**src/logic/udsm_pkg.sv**
```systemverilog
// Constants for the USB device state and interrupt mask register block.
// Assumes a 32-bit APB with byte addresses and a 100 MHz pclk.
package udsm_pkg;

  // ****************************************************************
  // Bus widths
  // ****************************************************************
  localparam int ADDR_W = 12;
  localparam int DATA_W = 32;
  localparam int FIDX_W = 11;
  localparam int FUNCTION_ADDRESS_W = 7;

  // ****************************************************************
  // Register offsets
  // ****************************************************************
  localparam logic [11:0] OFS_FRAME = 12'h000;
  localparam logic [11:0] OFS_STATE = 12'h004;
  localparam logic [11:0] OFS_FADDR = 12'h008;
  localparam logic [11:0] OFS_IRQ_SET = 12'h010;
  localparam logic [11:0] OFS_IRQ_CLR = 12'h014;
  localparam logic [11:0] OFS_IRQ_VIEW = 12'h018;
  localparam logic [11:0] OFS_FRAME_HI = 12'h0F0;
  localparam logic [11:0] OFS_FRAME_LO = 12'h0F4;

  // ****************************************************************
  // Field positions
  // ****************************************************************
  localparam int POS_FRAME_BAD = 16;
  localparam int POS_FRAME_GOOD = 17;
  localparam int POS_ADDR_STATE = 0;
  localparam int POS_CONFIGURED = 1;
  localparam int POS_FUNC_EN = 8;
  localparam int POS_BYTE_GOOD = 4;
  localparam int POS_BYTE_BAD = 3;
  localparam int POS_BUS_RESET = 12;

  // ****************************************************************
  // Reset values and masks
  // ****************************************************************
  localparam logic FUNC_EN_RST = 1'b1;
  localparam logic [6:0] FUNCTION_ADDRESS_RST = 7'h00;
  localparam logic [31:0] MASK_RST = 32'h0000_1200;
  localparam logic [31:0] MASK_WRITABLE = 32'h0000_2B3F;
  localparam logic [31:0] MASK_ALWAYS_ON = 32'h0000_1000;

  // ****************************************************************
  // Bus slave phases
  // ****************************************************************
  typedef enum logic [0:0] {
    UDSM_IDLE = 1'b0,
    UDSM_ANSWER = 1'b1
  } udsm_phase_t;

endpackage

```
**src/logic/udsm_mask_cell.sv**
```systemverilog
// One interrupt mask bit with set, clear and restore inputs.
// Assumes set and clear come from separate one-cycle write strobes.
module udsm_mask_cell #(
  parameter logic RESET_VAL = 1'b0
) (
  input wire logic pclk,
  input wire logic presetn,
  input wire logic ce,
  input wire logic set,
  input wire logic clr,
  input wire logic restore,
  output logic q
);

  // Restore wins, then enable, then disable
  always_ff @(posedge pclk or negedge presetn) begin
    if (!presetn) begin
      q <= RESET_VAL;
    end else if (ce) begin
      if (restore) begin
        q <= RESET_VAL;
      end else if (set) begin
        q <= 1'b1;
      end else if (clr) begin
        q <= 1'b0;
      end
    end
  end

endmodule // udsm_mask_cell

```
**src/logic/udsm_frame_track.sv**
```systemverilog
// Start-of-frame tracker: frame index, good and bad flags, start pulse.
// Assumes token strobes are one-cycle pulses synchronous to pclk.
module udsm_frame_track
  import udsm_pkg::*;
#(
  parameter int IDX_W = FIDX_W
) (
  input wire logic pclk,
  input wire logic presetn,
  input wire logic ce,
  input wire logic frame_token_id,
  input wire logic frame_token_end,
  input wire logic frame_token_error,
  input wire logic [IDX_W-1:0] frame_index_in,
  output logic [IDX_W-1:0] frame_index,
  output logic frame_good_flag,
  output logic frame_bad_flag,
  output logic frame_start_irq
);

  // Index and flags load at end of packet, flags drop at packet id
  always_ff @(posedge pclk or negedge presetn) begin
    if (!presetn) begin
      frame_index <= '0;
      frame_good_flag <= 1'b0;
      frame_bad_flag <= 1'b0;
      frame_start_irq <= 1'b0;
    end else if (ce) begin
      frame_start_irq <= frame_token_id;
      if (frame_token_end) begin
        frame_index <= frame_index_in;
        frame_good_flag <= !frame_token_error;
        frame_bad_flag <= frame_token_error;
      end else if (frame_token_id) begin
        frame_good_flag <= 1'b0;
        frame_bad_flag <= 1'b0;
      end
    end
  end

endmodule // udsm_frame_track

```
**src/logic/udsm_regs.sv**
```systemverilog
// USB device state and interrupt mask registers on an APB slave.
// Assumes frame token strobes from the bus engine, status flags from
// the interrupt status register, and one pclk domain.
//
// What this block does
// - Capture 11-bit frame index at token end
// - Bad flag set at end, cleared at id
// - Good flag set at end, cleared at id
// - Frame start status raised at token id
// - Byte views place good/bad at bits 4/3
// - Address state set by one, only reset clears
// - Configured bit writes both ways, reads back
// - Seven-bit function address, zero after reset
// - Function enable gates endpoint data traffic
// - Enable register writes set mask bits
// - Disable register writes clear mask bits
// - Mask view reports endpoint enables
// - Mask view reports suspend and resume enables
// - Bus reset mask bit always reads one
// - Bus reset end restores mask, endpoint control
//
// Added by the designer: the APB interface to the registers and the register addresses.
module udsm_regs
  import udsm_pkg::*;
#(
  parameter bit BYTE_IF = 1'b1
) (
  input wire logic pclk,
  input wire logic presetn,
  input wire logic ce,
  input wire logic psel,
  input wire logic penable,
  input wire logic pwrite,
  input wire logic [udsm_pkg::ADDR_W-1:0] paddr,
  input wire logic [udsm_pkg::DATA_W-1:0] pwdata,
  output logic [udsm_pkg::DATA_W-1:0] prdata,
  output logic pready,
  output logic pslverr,
  input wire logic frame_token_id,
  input wire logic frame_token_end,
  input wire logic frame_token_error,
  input wire logic [udsm_pkg::FIDX_W-1:0] frame_index_in,
  input wire logic bus_reset_done_irq,
  input wire logic [udsm_pkg::DATA_W-1:0] irq_status,
  output logic frame_start_irq,
  output logic endpoint_ctrl_restore,
  output logic address_state,
  output logic configured,
  output logic [udsm_pkg::FUNCTION_ADDRESS_W-1:0] function_address,
  output logic function_enable,
  output logic irq
);
  import udsm_pkg::*;

  // ****************************************************************
  // Declarations
  // ****************************************************************
  udsm_phase_t phase;
  udsm_phase_t next_phase;
  logic [FIDX_W-1:0] frame_index;
  logic frame_good_flag;
  logic frame_bad_flag;
  logic [DATA_W-1:0] mask_q;
  logic [DATA_W-1:0] mask_view;
  logic [DATA_W-1:0] next_prdata;
  logic [DATA_W-1:0] frame_word;
  logic [DATA_W-1:0] state_word;
  logic [DATA_W-1:0] faddr_word;
  logic [DATA_W-1:0] frame_hi_word;
  logic [DATA_W-1:0] frame_lo_word;
  logic setup;
  logic write_go;
  logic wr_state;
  logic wr_faddr;
  logic wr_set;
  logic wr_clr;
  logic hit_frame;
  logic hit_state;
  logic hit_faddr;
  logic hit_set;
  logic hit_clr;
  logic hit_view;
  logic hit_byte;
  logic hit_hi;
  logic hit_lo;
  logic mapped;

  // ****************************************************************
  // Frame tracking
  // ****************************************************************

  // Frame index, flags and start pulse
  udsm_frame_track #(
    .IDX_W(FIDX_W)
  ) u_frame (
    .pclk(pclk),
    .presetn(presetn),
    .ce(ce),
    .frame_token_id(frame_token_id),
    .frame_token_end(frame_token_end),
    .frame_token_error(frame_token_error),
    .frame_index_in(frame_index_in),
    .frame_index(frame_index),
    .frame_good_flag(frame_good_flag),
    .frame_bad_flag(frame_bad_flag),
    .frame_start_irq(frame_start_irq)
  );

  // ****************************************************************
  // Address decode
  // ****************************************************************

  // Phase and strobe decode
  assign setup = psel && !penable && (phase == UDSM_IDLE);
  assign write_go = psel && penable && pready && pwrite;
  assign hit_frame = (paddr == OFS_FRAME);
  assign hit_state = (paddr == OFS_STATE);
  assign hit_faddr = (paddr == OFS_FADDR);
  assign hit_set = (paddr == OFS_IRQ_SET);
  assign hit_clr = (paddr == OFS_IRQ_CLR);
  assign hit_view = (paddr == OFS_IRQ_VIEW);
  assign hit_hi = BYTE_IF && (paddr == OFS_FRAME_HI);
  assign hit_lo = BYTE_IF && (paddr == OFS_FRAME_LO);
  assign hit_byte = hit_hi || hit_lo;
  assign mapped = hit_frame || hit_state || hit_faddr || hit_set ||
    hit_clr || hit_view || hit_byte;

  // Write strobes, one cycle at the completing edge
  assign wr_state = write_go && hit_state;
  assign wr_faddr = write_go && hit_faddr;
  assign wr_set = write_go && hit_set;
  assign wr_clr = write_go && hit_clr;

  // ****************************************************************
  // Read words
  // ****************************************************************

  // Full-width frame word, reserved bits zero
  always_comb begin
    frame_word = '0;
    frame_word[FIDX_W-1:0] = frame_index;
    frame_word[POS_FRAME_BAD] = frame_bad_flag;
    frame_word[POS_FRAME_GOOD] = frame_good_flag;
  end

  // High byte view: good flag over the top index bits
  always_comb begin
    frame_hi_word = '0;
    frame_hi_word[FIDX_W-9:0] = frame_index[FIDX_W-1:8];
    frame_hi_word[POS_BYTE_GOOD] = frame_good_flag;
  end

  // Low byte view: bad flag only
  always_comb begin
    frame_lo_word = '0;
    frame_lo_word[POS_BYTE_BAD] = frame_bad_flag;
  end

  // Device state word
  always_comb begin
    state_word = '0;
    state_word[POS_ADDR_STATE] = address_state;
    state_word[POS_CONFIGURED] = configured;
  end

  // Function address word
  always_comb begin
    faddr_word = '0;
    faddr_word[FUNCTION_ADDRESS_W-1:0] = function_address;
    faddr_word[POS_FUNC_EN] = function_enable;
  end

  // Mask view with the bus reset source forced on
  always_comb begin
    mask_view = mask_q & MASK_WRITABLE;
    mask_view[POS_BUS_RESET] = 1'b1;
  end

  // Read data mux; write-only offsets read zero
  always_comb begin
    next_prdata = '0;
    if (!pwrite) begin
      if (hit_frame) begin
        next_prdata = frame_word;
      end else if (hit_state) begin
        next_prdata = state_word;
      end else if (hit_faddr) begin
        next_prdata = faddr_word;
      end else if (hit_view) begin
        next_prdata = mask_view;
      end else if (hit_hi) begin
        next_prdata = frame_hi_word;
      end else if (hit_lo) begin
        next_prdata = frame_lo_word;
      end
    end
  end

  // ****************************************************************
  // APB slave
  // ****************************************************************

  // One wait-free access phase after each setup
  always_comb begin
    case (phase)
      UDSM_IDLE: next_phase = setup ? UDSM_ANSWER : UDSM_IDLE;
      UDSM_ANSWER: next_phase = UDSM_IDLE;
      default: next_phase = UDSM_IDLE;
    endcase
  end

  // Registered answer: ready, error and read data
  always_ff @(posedge pclk or negedge presetn) begin
    if (!presetn) begin
      phase <= UDSM_IDLE;
      pready <= 1'b0;
      pslverr <= 1'b0;
      prdata <= '0;
    end else if (ce) begin
      phase <= next_phase;
      pready <= setup;
      pslverr <= setup && !mapped;
      if (setup) begin
        prdata <= next_prdata;
      end
    end
  end

  // ****************************************************************
  // Device state and function address
  // ****************************************************************

  // Address state sticks until reset; configured follows writes
  always_ff @(posedge pclk or negedge presetn) begin
    if (!presetn) begin
      address_state <= 1'b0;
      configured <= 1'b0;
    end else if (ce) begin
      if (wr_state && pwdata[POS_ADDR_STATE]) begin
        address_state <= 1'b1;
      end
      if (wr_state) begin
        configured <= pwdata[POS_CONFIGURED];
      end
    end
  end

  // Function address and function enable
  always_ff @(posedge pclk or negedge presetn) begin
    if (!presetn) begin
      function_address <= FUNCTION_ADDRESS_RST;
      function_enable <= FUNC_EN_RST;
    end else if (ce) begin
      if (wr_faddr) begin
        function_address <= pwdata[FUNCTION_ADDRESS_W-1:0];
        function_enable <= pwdata[POS_FUNC_EN];
      end
    end
  end

  // ****************************************************************
  // Interrupt mask
  // ****************************************************************

  // One cell per writable mask bit; others stay zero
  genvar gi;
  generate
    for (gi = 0; gi < DATA_W; gi++) begin : g_mask
      if (MASK_WRITABLE[gi]) begin : g_cell
        udsm_mask_cell #(
          .RESET_VAL(MASK_RST[gi])
        ) u_cell (
          .pclk(pclk),
          .presetn(presetn),
          .ce(ce),
          .set(wr_set && pwdata[gi]),
          .clr(wr_clr && pwdata[gi]),
          .restore(bus_reset_done_irq),
          .q(mask_q[gi])
        );
      end else begin : g_zero
        assign mask_q[gi] = 1'b0;
      end
    end
  endgenerate

  // ****************************************************************
  // Outputs to the rest of the port
  // ****************************************************************

  // Endpoint control restore pulse and interrupt request
  always_ff @(posedge pclk or negedge presetn) begin
    if (!presetn) begin
      endpoint_ctrl_restore <= 1'b0;
      irq <= 1'b0;
    end else if (ce) begin
      endpoint_ctrl_restore <= bus_reset_done_irq;
      irq <= |(irq_status & mask_view);
    end
  end

endmodule // udsm_regs

```
**config.mk**
```make
export PLATFORM = sky130hd
export DESIGN_NAME = udsm_regs
export DESIGN_NICKNAME = d
export VERILOG_FILES = /design/src/logic/udsm_pkg.sv /design/src/logic/udsm_mask_cell.sv /design/src/logic/udsm_frame_track.sv /design/src/logic/udsm_regs.sv
export SDC_FILE = /design/constraint.sdc
export NUM_CORES = 1
export LEC_CHECK = 0
export BUFFER_PORTS_ARGS = -buffer_cell sky130_fd_sc_hd__buf_4
export CAP_MARGIN = 20
export CELL_PAD_IN_SITES_DETAIL_PLACEMENT = 0
export CELL_PAD_IN_SITES_GLOBAL_PLACEMENT = 1
export CORE_UTILIZATION = 33
export CTS_CLUSTER_SIZE = 24
export DETAILED_ROUTE_END_ITERATION = 8
export GPL_TIMING_DRIVEN = 0
export HOLD_SLACK_MARGIN = 0.08
export PLACE_DENSITY = 0.8
export SLEW_MARGIN = 15
export SYNTH_ARGS = -nofsm -noshare
export SYNTH_HDL_FRONTEND = slang
export SYNTH_SLANG_ARGS = --single-unit
```
**constraint.sdc**
```tcl
create_clock -name pclk -period 1.9 [get_ports pclk]
set_input_delay 0.19 -clock pclk [delete_from_list [all_inputs] [get_ports pclk]]
set_output_delay 0.19 -clock pclk [all_outputs]
set_load 0.005 [all_outputs]
```
==> results of run 1 <==
[area by class of cell]
class | count | area, um^2 | share of cell area
Multi-Input combinational cell | 173 | 1250 | 0.333
Inverter | 4 | 15.0 | 0.00401
Sequential cell | 54 | 1350 | 0.362
Clock inverter | 3 | 40.0 | 0.0107
Timing Repair Buffer | 93 | 721 | 0.192
Tap cell | 102 | 128 | 0.0341
Buffer | 26 | 173 | 0.0461
Clock buffer | 5 | 68.8 | 0.0184
[stage by stage]
step / instance area [um^2] / setup slack, ns
2_1_floorplan: 2790 / 0.425
3_3_place_gp: 3550 / 0.0714
3_5_place_dp: 3550 / 0.112
4_1_cts: 3730 / 0.273
5_1_grt: 3740 / 0.120
6_report: 3740 / 0.295
[path summary, 6_finish.rpt]
kind / from / endpoint / cells after the start
setup / recovery: pready$_DFFE_PN0P_ / g_mask[13].g_cell.u_cell.q$_DFFE_PN0P_ / 6
hold / removal: frame_token_error / u_frame.frame_good_flag$_DFFE_PN0P_ / 2
setup reg to reg: pready$_DFFE_PN0P_ / g_mask[13].g_cell.u_cell.q$_DFFE_PN0P_ / 6
hold reg to reg: prdata[12]$_DFFE_PN0P_ / prdata[12]$_DFFE_PN0P_ / 1
max in group asynchronous: presetn / function_address[1]$_DFFE_PN0P_ / 2
min in group asynchronous: presetn / u_frame.frame_index[6]$_DFFE_PN0P_ / 2
[critical path, cell delays in order, from the launching register on]
cell and delay, ns:
dfrtp_1 0.40, and3_1 0.22, and3_1 0.29, and3_1 0.19
buf_4 0.17, a21oi_1 0.08, a21o_1 0.15
[cell families (layout without fill, tap and decap cells)]
logic type | Yosys count | after routing | share of synthesized area
AOI/OAI and AO/OA | 66 | 66 | 0.171
and+or+nand+nor | 66 | 66 | 0.162
DFF | 54 | 54 | 0.496
buffers and inverters | 30 | 131 | 0.0687
muxes | 25 | 25 | 0.101
other | 1 | 16 | 0.00137
[synth_stat cells (7+ instances only)]
master / n
a21oi_1: 13
nand3_1: 9
mux2_2: 21
nor2_1: 7
a211oi_1: 7
nand2_1: 17
o21ai_0: 10
and3_1: 7
buf_4: 20
dfrtp_1: 52
a22o_1: 8
a22oi_1: 8
[metal layers]
layer	wire length (um)	global-route usage
met1	3500	0.251
met2	3590	0.297
met3	370	0.0325
met4	29	0.0321
met5	0	0
[sequential cells by signal, indices dropped and copies added (netlist names)]
name and count:
prdata 16, u_frame.frame_index 11, g_mask.g_cell.u_cell.q 10, function_address 7
address_state 1, configured 1, endpoint_ctrl_restore 1, function_enable 1
irq 1, pready 1, pslverr 1, u_frame.frame_bad_flag 1
u_frame.frame_good_flag 1, u_frame.frame_start_irq 1
[report_power, final]
part           total (mW)  internal, mW  switching, mW
registers            1.23          1.20         0.0343
logic               0.312         0.173          0.138
clock network       0.765         0.389          0.376
total                2.31          1.76          0.549
[repair_timing]
action	CTS	global route
endpoints found under the hold margin	59	1
hold buffers	8	1
resized for setup	0	0
==> impl_metrics.json, run 1 <==
{
  "max_slew_margin": 0.544,
  "synthDistinctLibCells": 47,
  "period_share": 0.845,
  "yosysTopAreaCell": "dfrtp_1",
  "synth_top_area_share": 0.476,
  "synthesis.area_mm2": 0.00273,
  "drc": 0,
  "synth_area_per_cell_um2": 11.3,
  "tightest_slew_ns": 0.684,
  "slew_violations": 0,
  "synthCells": 242,
  "hold_violations": 0,
  "cts_tree": "done",
  "clockRootBuffer": "clkbuf_8",
  "syn_to_final_growth_pct": 37.1,
  "fmax_mhz": 623,
  "ys_seq_area_frac": 0.496,
  "outcome": "finished, final reports clean",
  "r2r_slack_ns": 0.29,
  "cp-start-kind": "register",
  "routedWlPerCell_um": 16.3,
  "finalCriticalPeriod_ns": 1.61,
  "grt-ovfl-total": 0,
  "ir_worst_vdd_v": 0.000314,
  "antenna_found_initial": 0,
  "place_inst": 443,
  "grt_max_degree": 55,
  "globalplace.congestion": 0.794,
  "synth_warnings": 0,
  "hpwlAfterDp_um": 5850,
  "setup_violations": 0,
  "final_cell_mix": "104 x buf_4, 52 x dfrtp_1, 21 x mux2_2, 17 x nand2_1, 16 x conb_1",
  "fin_cells": 460,
  "final_common_cell": "buf_4",
  "postCtsSetupBuffers": 0,
  "tns_ns": 0,
  "final_layout_size_suffix_gt1_frac": 0.411,
  "cp-end-kind": "register",
  "ys_async_sr_fraction": 1.00,
  "maxCapViolCount": 0,
  "insertion_delay_ns": 0.30,
  "clkSinkCount": 54,
  "nets": 454,
  "vias_per_cell": 4.93,
  "grt_pass1_vias": 2288,
  "firstDrtPassIters": 4,
  "htreeDepth": 2,
  "rsz0062_at_grt": "false",
  "ys_seq_elements": 54,
  "io_buffers": 84,
  "fin_util": 0.477,
  "die_w_um": 93.0,
  "critical_path_class": "reg -> reg",
  "crit_fanout": 10,
  "drt_wl_total_um": 7490,
  "ctsLongestPathBuffers": 2,
  "synth_edf_count": 0,
  "die_y_um": 93.0,
  "clk_pin_slew_ns": 0.10,
  "cts-buffers-inserted": 5,
  "p_leak_nw": 1.84,
  "ios": 144,
  "required_ns": 2.10,
  "antenna_cells": 0,
  "arrival_ns": 1.81,
  "p_per_area_mw_per_mm2": 616,
  "hp-class": "in -> reg",
  "core_area_mm2": 0.00785,
  "dieArea_mm2": 0.00864,
  "antenna_left": 0,
  "drtIter0Drc": 105,
  "synth.area.top_cells": "dfrtp_1 48%, mux2_2 8.7%, buf_4 5.5%",
  "start_util": 0.348,
  "fillers": 775,
  "track_usage": 0.181,
  "num_vias": 2268,
  "clock_skew_ns": 0.00425,
  "grt_pass1_wl_um": 12000,
  "total_power_mw": 2.31,
  "synth_flop_cell": "dfrtp_1",
  "worst_hold_slack_ns": 0.0942,
  "rows": 32
}
Note: power is estimated with default switching activity, not from simulation.
==> inputs of run 2 (changes only) <==
==> constraint.sdc (replaced) <==
create_clock -name pclk -period 1.7 [get_ports pclk]
set_input_delay 0.17 -clock pclk [delete_from_list [all_inputs] [get_ports pclk]]
set_output_delay 0.17 -clock pclk [all_outputs]
set_load 0.005 [all_outputs]
==> run 2 against run 1 <==
  * Via count up 1.2%
  * Sequential share of layout area is 0.52 points lower
  * Highest routed layer unchanged
  * Clock skew is essentially flat
==> impl_metrics.json, run 2 (synthesis gave the netlist of run 1 again) <==
{
  "outcome": "finished, final reports clean",
  "firstDrtPassIters": 5,
  "grt_use_met3": 0.0325,
  "slowest_stage": "dfrtp_1",
  "slew_violations": 0,
  "ctsLongestPathBuffers": 2,
  "fmax_mhz": 622,
  "p_leak_nw": 1.87,
  "tightest_slew_ns": 0.689,
  "start_util": 0.348,
  "antenna_left": 0,
  "crit_fanout": 10,
  "final_cell_mix": "104 x buf_4, 52 x dfrtp_1, 21 x mux2_2, 17 x nand2_1, 16 x conb_1",
  "reg2reg_depth": 6,
  "clock_skew_ns": 0.00441,
  "fin_cells": 464,
  "antenna_found_initial": 0,
  "finalCriticalPeriod_ns": 1.61,
  "clockRootBuffer": "clkbuf_8",
  "worst_hold_slack_ns": 0.0918,
  "cts-buffers-inserted": 5,
  "die_y_um": 93.0,
  "arrival_ns": 1.81,
  "globalplace.congestion": 0.794,
  "cp-end-kind": "register",
  "busiest_layer": "met2",
  "ios": 144,
  "largestRegisters": "prdata x16, u_frame.frame_index x11, g_mask.g_cell.u_cell.q x10",
  "rsz0062_at_grt": "false",
  "rr_endpoint": "g_mask[13].g_cell.u_cell.q$_DFFE_PN0P_",
  "hpwlAfterDp_um": 5850,
  "cp.buffers_inverters": 1,
  "syn_to_final_growth_pct": 39.1,
  "track_usage": 0.181,
  "maxCapViolCount": 0,
  "ir_worst_vdd_v": 0.000352,
  "clk_pin_slew_ns": 0.10,
  "multi_input_area_mm2": 0.00126,
  "cts_tree": "done",
  "required_ns": 1.90,
  "hp-class": "in -> reg",
  "regArea_mm2": 0.00135,
  "critical_path_class": "reg -> reg",
  "p_per_area_mw_per_mm2": 681,
  "tns_ns": 0,
  "die_w_um": 93.0,
  "cp-startpoint": "pready$_DFFE_PN0P_",
  "total_power_mw": 2.59,
  "routedWlPerCell_um": 16.2,
  "drt_wl_total_um": 7530,
  "largest_reg_flops": 16,
  "rows": 32,
  "cp-start-kind": "register",
  "hold_violations": 0,
  "grt_pass1_wl_um": 12100,
  "grt_pass1_vias": 2314,
  "placed_cell_area_mm2": 0.00355,
  "worstReg2RegStart": "pready$_DFFE_PN0P_",
  "place_inst": 443,
  "critical_path.endpoint": "g_mask[13].g_cell.u_cell.q$_DFFE_PN0P_",
  "min_from": "frame_index_in[6]",
  "setup_ws_ns": 0.0930,
  "io_buffers": 84,
  "clkSinkCount": 54,
  "path_cells": "and3_1 > and3_1 > and3_1 > buf_4 > a21oi_1 > a21o_1",
  "fillers": 765,
  "largest-register": "prdata",
  "final_common_cell": "buf_4",
  "post-route-cell-area_mm2": 0.00380,
  "grt_use_met2": 0.298,
  "timing.critical_path.mode_cell": "and3_1",
  "cpLargestDelayFamily": "simple AND/OR/NAND/NOR gates",
  "htreeDepth": 2,
  "grt_max_degree": 55,
  "nets": 458,
  "worstSetupPathDepth": 6,
  "final_layout_size_suffix_gt1_frac": 0.414,
  "antenna_cells": 0,
  "drc": 0,
  "vias_per_cell": 4.95,
  "insertion_delay_ns": 0.30,
  "core_area_mm2": 0.00785,
  "met1_usage": 0.252,
  "slowest_delay_ns": 0.40,
  "num_vias": 2295,
  "setup_violations": 0,
  "fin_util": 0.484,
  "r2r_slack_ns": 0.09,
  "period_share": 0.945,
  "grt-ovfl-total": 0,
  "dieArea_mm2": 0.00864,
  "max_slew_margin": 0.541,
  "dp_slack_ns": -0.0681,
  "drtIter0Drc": 104
}
[run 2: repair_timing]
action,4_1_cts,5_1_grt
hold buffers,12,1
setup buffers,0,0
endpoints found under the setup margin,0,8
resized for setup,0,5
hold endpoints to repair,63,1
[run 2: worst register-to-register path: cells and delay by family (launching register included)]
family | cells | cell delay [ns]
AOI/OAI and AO/OA | 2 | 0.23
DFF | 1 | 0.40
and+or+nand+nor | 3 | 0.70
buffers and inverters | 1 | 0.17
[run 2: where the power goes]
group          internal, mW  switching [mW]  total [mW]
sequential             1.34          0.0383        1.38
clock                 0.434           0.420       0.854
combinational         0.201           0.158       0.359
total                  1.97           0.617        2.59
[run 2: layout make-up]
class,instances,area share
sequential,54,0.356
multi-input combinational,173,0.332
timing repair buffer,97,0.200
buffer,26,0.0458
tap,102,0.0336
clock buffer,5,0.0181
clock inverter,3,0.0105
inverter,4,0.00395
[run 2: metal layers]
layer / part of all wire / up-vias
met2: 0.48 / 72
met3: 0.047 / 2
met4: 0.0037 / 0
li1: - / 1119
met5: 0 / -
met1: 0.47 / 1102
[run 2: worst min path at each step]
| stage | to | slack [ns] | cells after the start |
|---|---|---|---|
| global route | u_frame.frame_index[6]$_DFFE_PN0P_ | 0.08 | 2 |
| detailed placement | prdata[7]$_DFFE_PN0P_ | 0.26 | 1 |
| global placement | prdata[7]$_DFFE_PN0P_ | 0.26 | 1 |
| finish | u_frame.frame_index[6]$_DFFE_PN0P_ | 0.09 | 2 |
| floorplan | address_state$_DFFE_PN0P_ | -0.13 | 0 |
| CTS | u_frame.frame_index[6]$_DFFE_PN0P_ | 0.09 | 2 |
